### config.mk
export PLATFORM = sky130hd
export DESIGN_NAME = prom_programmer
export DESIGN_NICKNAME = d
export VERILOG_FILES = /design/src/hw/prom_prog_pkg.sv /design/src/hw/prom_programmer.sv /design/src/hw/pulse_timer.sv
export SDC_FILE = /design/constraint.sdc
export NUM_CORES = 1
export LEC_CHECK = 0
export ABC_CLOCK_PERIOD_IN_PS = 3800
export BUFFER_PORTS_ARGS = -buffer_cell sky130_fd_sc_hd__buf_2
export CAP_MARGIN = 20
export CORE_MARGIN = 10
export CORE_UTILIZATION = 30
export CTS_CLUSTER_SIZE = 10
export DETAILED_ROUTE_END_ITERATION = 10
export REMOVE_ABC_BUFFERS = 1
export SLEW_MARGIN = 20
export SYNTH_ARGS = -nofsm -noshare
export SYNTH_HDL_FRONTEND = slang
export SYNTH_HIERARCHICAL = 1
export SYNTH_SLANG_ARGS = --single-unit
### constraint.sdc
create_clock -name SYS_CLK -period 3.8 [get_ports SYS_CLK]
set_clock_uncertainty 0.1 [all_clocks]
set_input_delay 1.14 -clock SYS_CLK [delete_from_list [all_inputs] [get_ports SYS_CLK]]
set_output_delay 1.14 -clock SYS_CLK [all_outputs]
set_load 0.02 [all_outputs]
### src/hw/prom_prog_pkg.sv
package prom_prog_pkg;
   localparam int ADDR_W = 17;
   localparam int DATA_W = 8;
   localparam int PAGE_BYTES = 4;
   localparam logic [ADDR_W-1:0] ADDR_FIRST = 17'h00000;
   localparam logic [ADDR_W-1:0] ADDR_LAST = 17'h0efff;
   localparam logic [DATA_W-1:0] ERASED_BYTE = 8'hff;
   localparam logic [3:0] MAX_TRIES = 4'ha;
   localparam int CLK_NS = 100;
   localparam int PULSE_NS = 100000;
   localparam int PULSE_CYC = PULSE_NS / CLK_NS;
   localparam int SETTLE_CYC = 2;
   localparam logic [11:0] PULSE_CNT = 12'(PULSE_CYC);
   localparam logic [11:0] SETTLE_CNT = 12'(SETTLE_CYC);
   typedef enum logic [1:0] {
      SUPPLY_OFF   = 2'b00,
      SUPPLY_READ  = 2'b01,
      SUPPLY_PROG  = 2'b10
   } supply_t;
endpackage

### src/hw/prom_programmer.sv
`timescale 1ns/1ps
module prom_programmer
   import prom_prog_pkg::*;
(
   input  wire logic              SYS_CLK,
   input  wire logic              RST_N,
   input  wire logic              START_PAGE,
   input  wire logic              START_BYTE,
   input  wire logic              START_READ,
   input  wire logic [ADDR_W-1:0] REQ_ADDR,
   input  wire logic [31:0]       REQ_DATA,
   output logic                   BUSY,
   output logic                   DONE,
   output logic                   FAIL,
   output logic                   RANGE_ERR,
   output logic [DATA_W-1:0]      READ_DATA,
   output logic [3:0]             TRIES,
   output logic                   TARGET_RESET_N,
   output prom_prog_pkg::supply_t SUPPLY_SEL,
   output logic [ADDR_W-1:0]      ADDRESS_BUS,
   output logic                   CHIP_SELECT_N,
   output logic                   OUTPUT_GATE_N,
   output logic                   PROGRAM_PULSE_N,
   output logic [DATA_W-1:0]      DATA_BUS_O,
   output logic                   DATA_BUS_OE,
   input  wire logic [DATA_W-1:0] DATA_BUS_I
);
   import prom_prog_pkg::*;

   typedef enum logic [3:0] {
      S_IDLE   = 4'b0000,
      S_LATCH  = 4'b0001,
      S_SETUP  = 4'b0010,
      S_PULSE  = 4'b0011,
      S_VSET   = 4'b0100,
      S_VSAMP  = 4'b0101,
      S_DONE   = 4'b0110,
      S_RSET   = 4'b0111,
      S_RSAMP  = 4'b1000,
      S_LSTB   = 4'b1001
   } state_t;

   state_t            state;
   state_t            next_state;
   logic              page_mode;
   logic [ADDR_W-1:0] base;
   logic [31:0]       wdata;
   logic [1:0]        idx;
   logic [3:0]        tries;
   logic              mismatch;
   logic              t_start;
   logic [11:0]       t_len;
   logic              t_busy;
   logic              t_done;

   wire [ADDR_W-1:0] span_end = base + ADDR_W'(page_mode ? PAGE_BYTES - 1 : 0);
   // Page end is checked by lowering the limit, so a top address cannot wrap to zero
   wire in_range = (REQ_ADDR >= ADDR_FIRST) &&
      (REQ_ADDR <= ADDR_LAST - ADDR_W'(START_PAGE ? PAGE_BYTES - 1 : 0));
   wire req_any = START_PAGE || START_BYTE || START_READ;
   wire [DATA_W-1:0] cur_byte = wdata[DATA_W*idx +: DATA_W];
   wire byte_bad = (DATA_BUS_I != cur_byte);
   wire last_idx = !page_mode || (idx == 2'(PAGE_BYTES - 1));
   wire verify_bad = mismatch || byte_bad;
   wire give_up = verify_bad && (tries >= MAX_TRIES);

   pulse_timer u_timer (
      .clk    (SYS_CLK),
      .rst_n  (RST_N),
      .start  (t_start),
      .length (t_len),
      .busy   (t_busy),
      .done   (t_done)
   );

   always_comb
   begin
      next_state = state;
      t_start = 1'b0;
      t_len = SETTLE_CNT;
      unique case (state)
         S_IDLE:
            if (req_any && in_range)
            begin
               t_start = 1'b1;
               next_state = START_READ ? S_RSET : (START_PAGE ? S_LATCH : S_SETUP);
            end
         S_LATCH:
            if (t_done)
            begin
               t_start = 1'b1;
               next_state = S_LSTB;
            end
         S_LSTB:
            if (t_done)
            begin
               t_start = 1'b1;
               next_state = last_idx ? S_SETUP : S_LATCH;
            end
         S_SETUP:
            if (t_done)
            begin
               t_start = 1'b1;
               t_len = PULSE_CNT;
               next_state = S_PULSE;
            end
         S_PULSE:
            if (t_done)
            begin
               t_start = 1'b1;
               next_state = S_VSET;
            end
         S_VSET:
            if (t_done)
               next_state = S_VSAMP;
         S_VSAMP:
            if (!last_idx)
            begin
               t_start = 1'b1;
               next_state = S_VSET;
            end
            else if (!verify_bad || give_up)
               next_state = S_DONE;
            else
            begin
               t_start = 1'b1;
               next_state = page_mode ? S_LATCH : S_SETUP;
            end
         S_RSET:
            if (t_done)
               next_state = S_RSAMP;
         S_RSAMP:
            next_state = S_DONE;
         S_DONE:
            next_state = S_IDLE;
         default:
            next_state = S_IDLE;
      endcase
   end

   always_ff @(posedge SYS_CLK or negedge RST_N)
   begin
      if (!RST_N)
         state <= S_IDLE;
      else
         state <= next_state;
   end

   always_ff @(posedge SYS_CLK or negedge RST_N)
   begin
      if (!RST_N)
      begin
         page_mode <= 1'b0;
         base <= '0;
         wdata <= {4{ERASED_BYTE}};
         idx <= 2'b00;
         tries <= 4'h0;
         mismatch <= 1'b0;
         FAIL <= 1'b0;
         RANGE_ERR <= 1'b0;
         READ_DATA <= 8'h00;
      end
      else
      begin
         if (state == S_IDLE && req_any)
         begin
            page_mode <= START_PAGE;
            base <= REQ_ADDR;
            wdata <= START_PAGE ? REQ_DATA : {24'h000000, REQ_DATA[7:0]};
            idx <= 2'b00;
            tries <= 4'h0;
            mismatch <= 1'b0;
            FAIL <= 1'b0;
            RANGE_ERR <= !in_range;
         end
         if (state == S_LSTB && t_done)
            idx <= last_idx ? 2'b00 : idx + 2'b01;
         if (state == S_PULSE && t_done)
            tries <= tries + 4'h1;
         if (state == S_VSAMP)
         begin
            mismatch <= last_idx ? 1'b0 : verify_bad;
            idx <= last_idx ? 2'b00 : idx + 2'b01;
            FAIL <= last_idx && give_up;
         end
         if (state == S_RSAMP)
            READ_DATA <= DATA_BUS_I;
      end
   end

   // Device reset stays low for the whole session, so no mode is left by accident
   wire session = (state != S_IDLE) && (state != S_DONE);
   wire latching = (state == S_LATCH) || (state == S_LSTB);
   wire writing = (state == S_SETUP) || (state == S_PULSE);
   wire reading = (state == S_VSET) || (state == S_VSAMP) ||
      (state == S_RSET) || (state == S_RSAMP);

   assign TARGET_RESET_N = 1'b0;
   assign SUPPLY_SEL = (state == S_RSET || state == S_RSAMP) ? SUPPLY_READ :
      (session ? SUPPLY_PROG : SUPPLY_OFF);
   assign ADDRESS_BUS = (page_mode && !writing) ? span_end - ADDR_W'(PAGE_BYTES - 1)
      + ADDR_W'(idx) : base;
   // Page latch: select high, gate low; page pulse: both high; byte: select low
   assign CHIP_SELECT_N = !(reading || (writing && !page_mode));
   assign OUTPUT_GATE_N = !(reading || latching);
   // Idle holds the pulse high so a shared, unselected part never writes
   assign PROGRAM_PULSE_N = !(state == S_PULSE && t_busy);
   assign DATA_BUS_O = cur_byte;
   assign DATA_BUS_OE = latching || (writing && !page_mode);
   assign BUSY = (state != S_IDLE);
   assign DONE = (state == S_DONE);
   assign TRIES = tries;
   // Erased cells read back as all ones, so a fresh part verifies against that

   // A repetition only sees the first cycles; this counter covers the whole pulse
   logic [11:0] low_cnt;
   always_ff @(posedge SYS_CLK or negedge RST_N)
   begin
      if (!RST_N)
         low_cnt <= 12'h000;
      else
         low_cnt <= PROGRAM_PULSE_N ? 12'h000 : low_cnt + 12'h001;
   end
endmodule

### src/hw/pulse_timer.sv
`timescale 1ns/1ps
module pulse_timer
   import prom_prog_pkg::*;
(
   input  wire logic        clk,
   input  wire logic        rst_n,
   input  wire logic        start,
   input  wire logic [11:0] length,
   output logic             busy,
   output logic             done
);
   logic [11:0] count;
   wire         last = busy && (count == 12'h001);
   always_ff @(posedge clk or negedge rst_n)
   begin
      if (!rst_n)
      begin
         count <= 12'h000;
         busy <= 1'b0;
      end
      else if (start)
      begin
         count <= length;
         busy <= 1'b1;
      end
      else if (busy)
      begin
         count <= count - 12'h001;
         busy <= !last;
      end
   end
   assign done = last;
endmodule

# Word level (Yosys, flattened, before mapping)
# Cells that the tools add are included.
[word_totals] reg_bits=84 latchBits=0 mem_bits_rw=0 rom_bits=0 input_bits=62 output_inout_bits=48 wordCells=126 mem_count=0
[classes] addsub=7 mul=0 div=0 order_cmp=3 eq_ne=20 shift=1 mux=41 n_bitwise=0 reduce_logical=42
[op_table] operator="$mux W4" n=9
[op_table] operator="$pmux W4 S9" n=1
[op_table] operator="$add A17 B2 Y17" n=2
[op_table] operator="$mux W32" n=1
[op_table] operator="$shiftx A32 B6 Y8" n=1
[op_table] operator="$mux W12" n=2
[op_table] operator="$mux W2" n=11
[op_table] operator="$mux W10" n=2
[op_table] operator="$ge A17 B1 Y1 const B" n=1
[op_table] operator="$le A17 B17 Y1" n=1
[op_table] operator="$mux W17" n=1
[op_table] operator="$sub A16 B2 Y17 const A" n=1
[op_table] operator="$sub A17 B2 Y17 const B" n=1
[op_table] operator="$eq A4 B3 Y1 const B" n=4
[op_table] operator="$logic_or A1 B1 Y1" n=14
[op_table] operator="$ne A2 B2 Y1 const B" n=7
[op_table] operator="$eq A12 B1 Y1 const B" n=1
[op_table] operator="$logic_and A1 B1 Y1" n=12
[op_table] operator="$sub A12 B1 Y12 const B" n=1
[op_table] operator="$mux W1" n=10
[op_table] operator="$mux W3" n=3
[op_table] operator="$eq A4 B2 Y1 const B" n=2
[op_table] operator="$eq A4 B4 Y1 const B" n=2
[op_table] operator="$logic_not A1 Y1" n=8
[op_table] operator="14 further kinds" n=16

# Depth between registers and ports, before layout
[logic_depth] depth_word=9 mapped_depth=13 mapped_depth_nobuf=12

# Modules after synthesis
# The synthesis kept the hierarchy.
[modules_own_cells] mod="prom_programmer" n_inst=1 cells_per_inst=534 area_per_inst_um2=4555.6 seq_area_each_um2=1816.7
[modules_own_cells] mod="pulse_timer" n_inst=1 cells_per_inst=92 area_per_inst_um2=804.5 seq_area_each_um2=325.3

# Worst setup path after synthesis
# No wires, ideal clock.
[synth_timing] path_kind="flip-flop to output port" startpoint="reg page_mode" endpoint="out ADDRESS_BUS[13]" arrival_time_ns=3.030 required_time_ns=2.560 setup_slack_ns=-0.470 path_stages_with_launch=10 path_buffers=0 cell_sequence="dfrtp_1 fa_1 ha_1 a21o_1 a21o_1 a2111oi_2 o21ai_0 a41oi_1 xor2_1 o21ai_0"
[synth_via] elab_chain_len=5 elab_cells_between_ends=6 cone_classes="add/sub: 3; mux: 2; reduce/logical: 1"
[synth_rtl] element="start, declared" line="prom_programmer.sv:45" rtl="logic page_mode;"
[synth_rtl] element="start signal, assigned" line="prom_programmer.sv:153" rtl="page_mode <= 1'b0;"
[synth_rtl] element="start signal, assigned" line="prom_programmer.sv:167" rtl="page_mode <= START_PAGE;"
[synth_rtl] element="$mux W2" line="prom_programmer.sv:56" rtl="wire [ADDR_W-1:0] span_end = base + ADDR_W'(page_mode ? PAGE_BYTES - 1 : 0);"
[synth_rtl] element="$add A17 B2 Y17" line="prom_programmer.sv:56"
[synth_rtl] element="$sub A17 B2 Y17" line="prom_programmer.sv:201" rtl="assign ADDRESS_BUS = (page_mode && !writing) ? span_end - ADDR_W'(PAGE_BYTES - 1)"
[synth_rtl] element="$add A17 B2 Y17" line="prom_programmer.sv:202" rtl="+ ADDR_W'(idx) : base;"
[synth_rtl] element="$mux W17 (*)" line="prom_programmer.sv:201"
[synth_rtl] element="end, declared" line="prom_programmer.sv:20" rtl="output logic [ADDR_W-1:0] ADDRESS_BUS,"
# Mark *: on every way between the ends. The rest lies on a longest branch, timed or not.

# Worst setup path in the final report
[layout_timing] startpoint="reg idx[1]" endpoint="out ADDRESS_BUS[11]"
[layout_via] elab_chain_len=2
[layout_rtl] element="start, declared" line="prom_programmer.sv:48" rtl="logic [1:0] idx;"
[layout_rtl] element="start signal, assigned" line="prom_programmer.sv:177" rtl="idx <= last_idx ? 2'b00 : idx + 2'b01;"
[layout_rtl] element="start signal, assigned" line="prom_programmer.sv:183" rtl="idx <= last_idx ? 2'b00 : idx + 2'b01;"
[layout_rtl] element="$add A17 B2 Y17" line="prom_programmer.sv:202"
[layout_rtl] element="$mux W17" line="prom_programmer.sv:201"
# Every way passes these cells.

==> flow_metrics.tcl <==
set metrics [dict create \
    dp_hpwl_um 11900 \
    grt_pass1_wl_um 26200 \
    area_growth_pct 28.8 \
    grt.busiest_layer "met2" \
    hold_path.class "flip-flop to flip-flop" \
    use_met3_pct 5.30 \
    p_leak_nw 3.23 \
    grt_max_degree 74 \
    met1_usage_pct 16.5 \
    gr-total-overflow 0 \
    cts.clk_slew.worst_paths_ps 60 \
    avgSynthCellArea_um2 8.56 \
    wirelength_um 16100 \
    multi_input_area_um2 3110 \
    dieArea_um2 23600 \
    first_iter_violations 232 \
    async_flop_share_pct 100 \
    grt_usage_pct 13.5 \
    cts_tree "done" \
    cap_violations 0 \
    yosysSeqAreaShare_pct 40.0 \
    path_buf_inv 2 \
    powerDensity_nw_per_um2 993 \
    finalSetupViolations 13 \
    synth_commonest_cells "nand2_1, o21ai_0, dfrtp_1, inv_1, nor2_1" \
    worstPathMaxFanout 3 \
    die_w_um 154 \
    netlist.top_cell.by_area "dfrtp_1" \
    slew_headroom_pct 35.1 \
    drtPass1Iterations 4 \
    yosysWarnings 6 \
    cts_sinks 84 \
    maxSlewViolCount 0 \
    switchingPower_mw 3.13 \
    hold_buffers 0 \
    p_seq_share_pct 22.7 \
    vias_per_cell 4.89 \
    rows 48 \
    synth_top_area_share_pct 24.3 \
    ys_ff_latch 84 \
    vias 4873 \
    end_kind "output port" \
    clockBufferDepth 2 \
    critPathKind "flip-flop to output port" \
    syn_area_um2 5360 \
    critPathTopFamily "compound AO/OA/AOI/OAI gates" \
    drcViolationCount 0 \
    switching_share_pct 45.7 \
    status "complete, but fails checks" \
    fin_nets 853 \
    setup_tns_ps -5460 \
    drtAntennaViolNets 0 \
    wl_per_cell_um 16.2 \
    slowest_stage "fa_1" \
    antenna_found_initial 4 \
    io_pins 110 \
    cp-start-kind "flip-flop" \
    place_congestion 0.849 \
    fmax_mhz 231 \
    cp_common_cell "a21o_1" \
    arrival_ps 3090 \
    rsz0062_at_grt "yes" \
    timing.final.crit_share_pct 114 \
    tightest_slew_ps 974 \
    rrSetupSlack_ps 420 \
    cts-root-buf "clkbuf_16" \
    cp_slowest_stage_delay_ps 590 \
    synth.most_common_cell "nand2_1" \
    io_buffers 108 \
    synth-edff-count 0 \
    fp.dieH_um 154 \
    internal_power_mw 3.72 \
    clock_power_share_pct 12.4 \
    numCtsBuffers 9 \
    clk_latency_ps 350 \
    drive_gt1_share_pct 32.9 \
    hold_viol_final 0 \
    comb_power_share_pct 64.9 \
    peakVddDrop_mv 0.490 \
    start_util_pct 30.8 \
    cp.required_ps 2560 \
    synth_cells 626 \
    h-tree-depth 3 \
    fillers 1781 \
    ff_latch_area_um2 2140 \
    min_period_ps 4330 \
    core_area_um2 17400 \
    fin_ws_ps -535 \
    synthTopCellsByArea "dfrtp_1, dfstp_2, nand2_1" \
    power_mw 6.86 \
    violations "setup timing" \
    gr-usage-met2_pct 21.5 \
    grt_pass1_vias 5023 \
    cp_cell_sequence "fa_1 -> ha_1 -> a21o_1 -> a21o_1 -> a2111oi_4 -> o21ai_2 -> buf_4 -> a21oi_2 -> xor2_1 -> o21ai_1 -> buf_2" \
    synth.distinct_cells 61 \
    synth_top_flop_cell "dfrtp_1" \
]
==> cell families (layout without fill, tap and decap cells) <==
family	Yosys count	after routing	synth area share, %
multiplexers	19	19	5.65
AND/OR/NAND/NOR	235	235	19.5
AO/OA/AOI/OAI	167	167	19.0
buffers and inverters	67	206	5.09
other	1	7	0.0700
flip-flops	84	84	40.0
XOR/XNOR	27	27	4.41
adder cells (fa/ha/maj)	26	26	6.35
==> registers in the layout, indices dropped and copies added (netlist names), 2 cells and up <==
| register | flops |
|---|---|
| idx | 2 |
| TRIES | 4 |
| base | 17 |
| wdata | 32 |
| u_timer/count | 12 |
| state | 4 |
| READ_DATA | 8 |
==> stage by stage <==
step	utilization [%]	worst slack, ps	hold slack, ps	std cells	area (µm²)
after floorplan	-	-547	337	597	5230
after detailed placement	36.7	-495	348	971	6390
final	39.6	-535	358	996	6900
after global routing	39.6	-697	371	995	6900
after CTS	39.0	-588	360	989	6780
after global placement	36.7	-425	344	971	6390
==> area by class of cell <==
class | instances | area share [%]
Multi-Input combinational cell | 480 | 45.1
Sequential cell | 84 | 31.0
Timing Repair Buffer | 157 | 14.0
Tap cell | 225 | 4.08
Clock buffer | 11 | 3.52
Inverter | 33 | 1.79
Clock inverter | 5 | 0.489
Antenna cell | 1 | 0.0363
==> power by group through the flow <==
stage / registers [mW] / clock network [mW] / logic (mW)
3_5_place_dp: 1.57 / 0 / 3.92
4_1_cts: 1.56 / 0.874 / 4.21
5_1_grt: 1.61 / 0.914 / 4.94
3_3_place_gp: 1.56 / 0 / 3.90
2_1_floorplan: 1.56 / 0 / 2.56
6_report: 1.56 / 0.850 / 4.45
==> path summary, 6_finish.rpt <==
check | start | to | cells after the start
setup / recovery | idx[1] | ADDRESS_BUS[11] | 11
hold / removal | wdata[5] | wdata[5] | 2
setup reg to reg | idx[1] | u_timer/count[10] | 13
hold reg to reg | wdata[5] | wdata[5] | 2
max in group asynchronous | RST_N | wdata[1] | 2
min in group asynchronous | RST_N | TRIES[0] | 1
==> repair_timing <==
item | 4_1_cts | 5_1_grt
setup buffers | 3 | 8
setup endpoints to repair | 15 | 15
gates resized for setup | 39 | 17
pin swaps | 30 | 22
==> per-layer routing <==
metal	share of wire (%)	routed length, µm
met3	6.7	1080
met2	47	7520
met4	1.7	267
met1	45	7220
met5	0.14	23
==> placed cells by master, fill, tap and decap left out, types with 8 or more instances in the layout <==
| master | synthesis | layout |
|---|---|---|
| nand3_1 | 10 | 10 |
| mux4_2 | 8 | 8 |
| nor3_1 | 8 | 8 |
| a21oi_1 | 22 | 15 |
| mux2_2 | 10 | 10 |
| dfstp_2 | 32 | 32 |
| clkbuf_16 | 0 | 9 |
| a21o_1 | 10 | 10 |
| ha_1 | 24 | 22 |
| nand2_1 | 140 | 140 |
| dfrtp_1 | 52 | 52 |
| o21ai_1 | 3 | 15 |
| o21ai_0 | 80 | 64 |
| nand4_1 | 8 | 8 |
| inv_1 | 33 | 31 |
| a31oi_1 | 8 | 8 |
| nor2_1 | 33 | 32 |
| xor2_1 | 19 | 19 |
| buf_4 | 1 | 58 |
| buf_2 | 2 | 95 |
==> worst register-to-register path: cells and delay by family (launching register included) <==
kind	cells	cell delay, ps
flip-flops	1	400
XOR/XNOR	1	170
multiplexers	1	340
AO/OA/AOI/OAI	3	830
buffers and inverters	5	820
AND/OR/NAND/NOR	3	640
No activity file was read; power rests on OpenSTA's default activity.
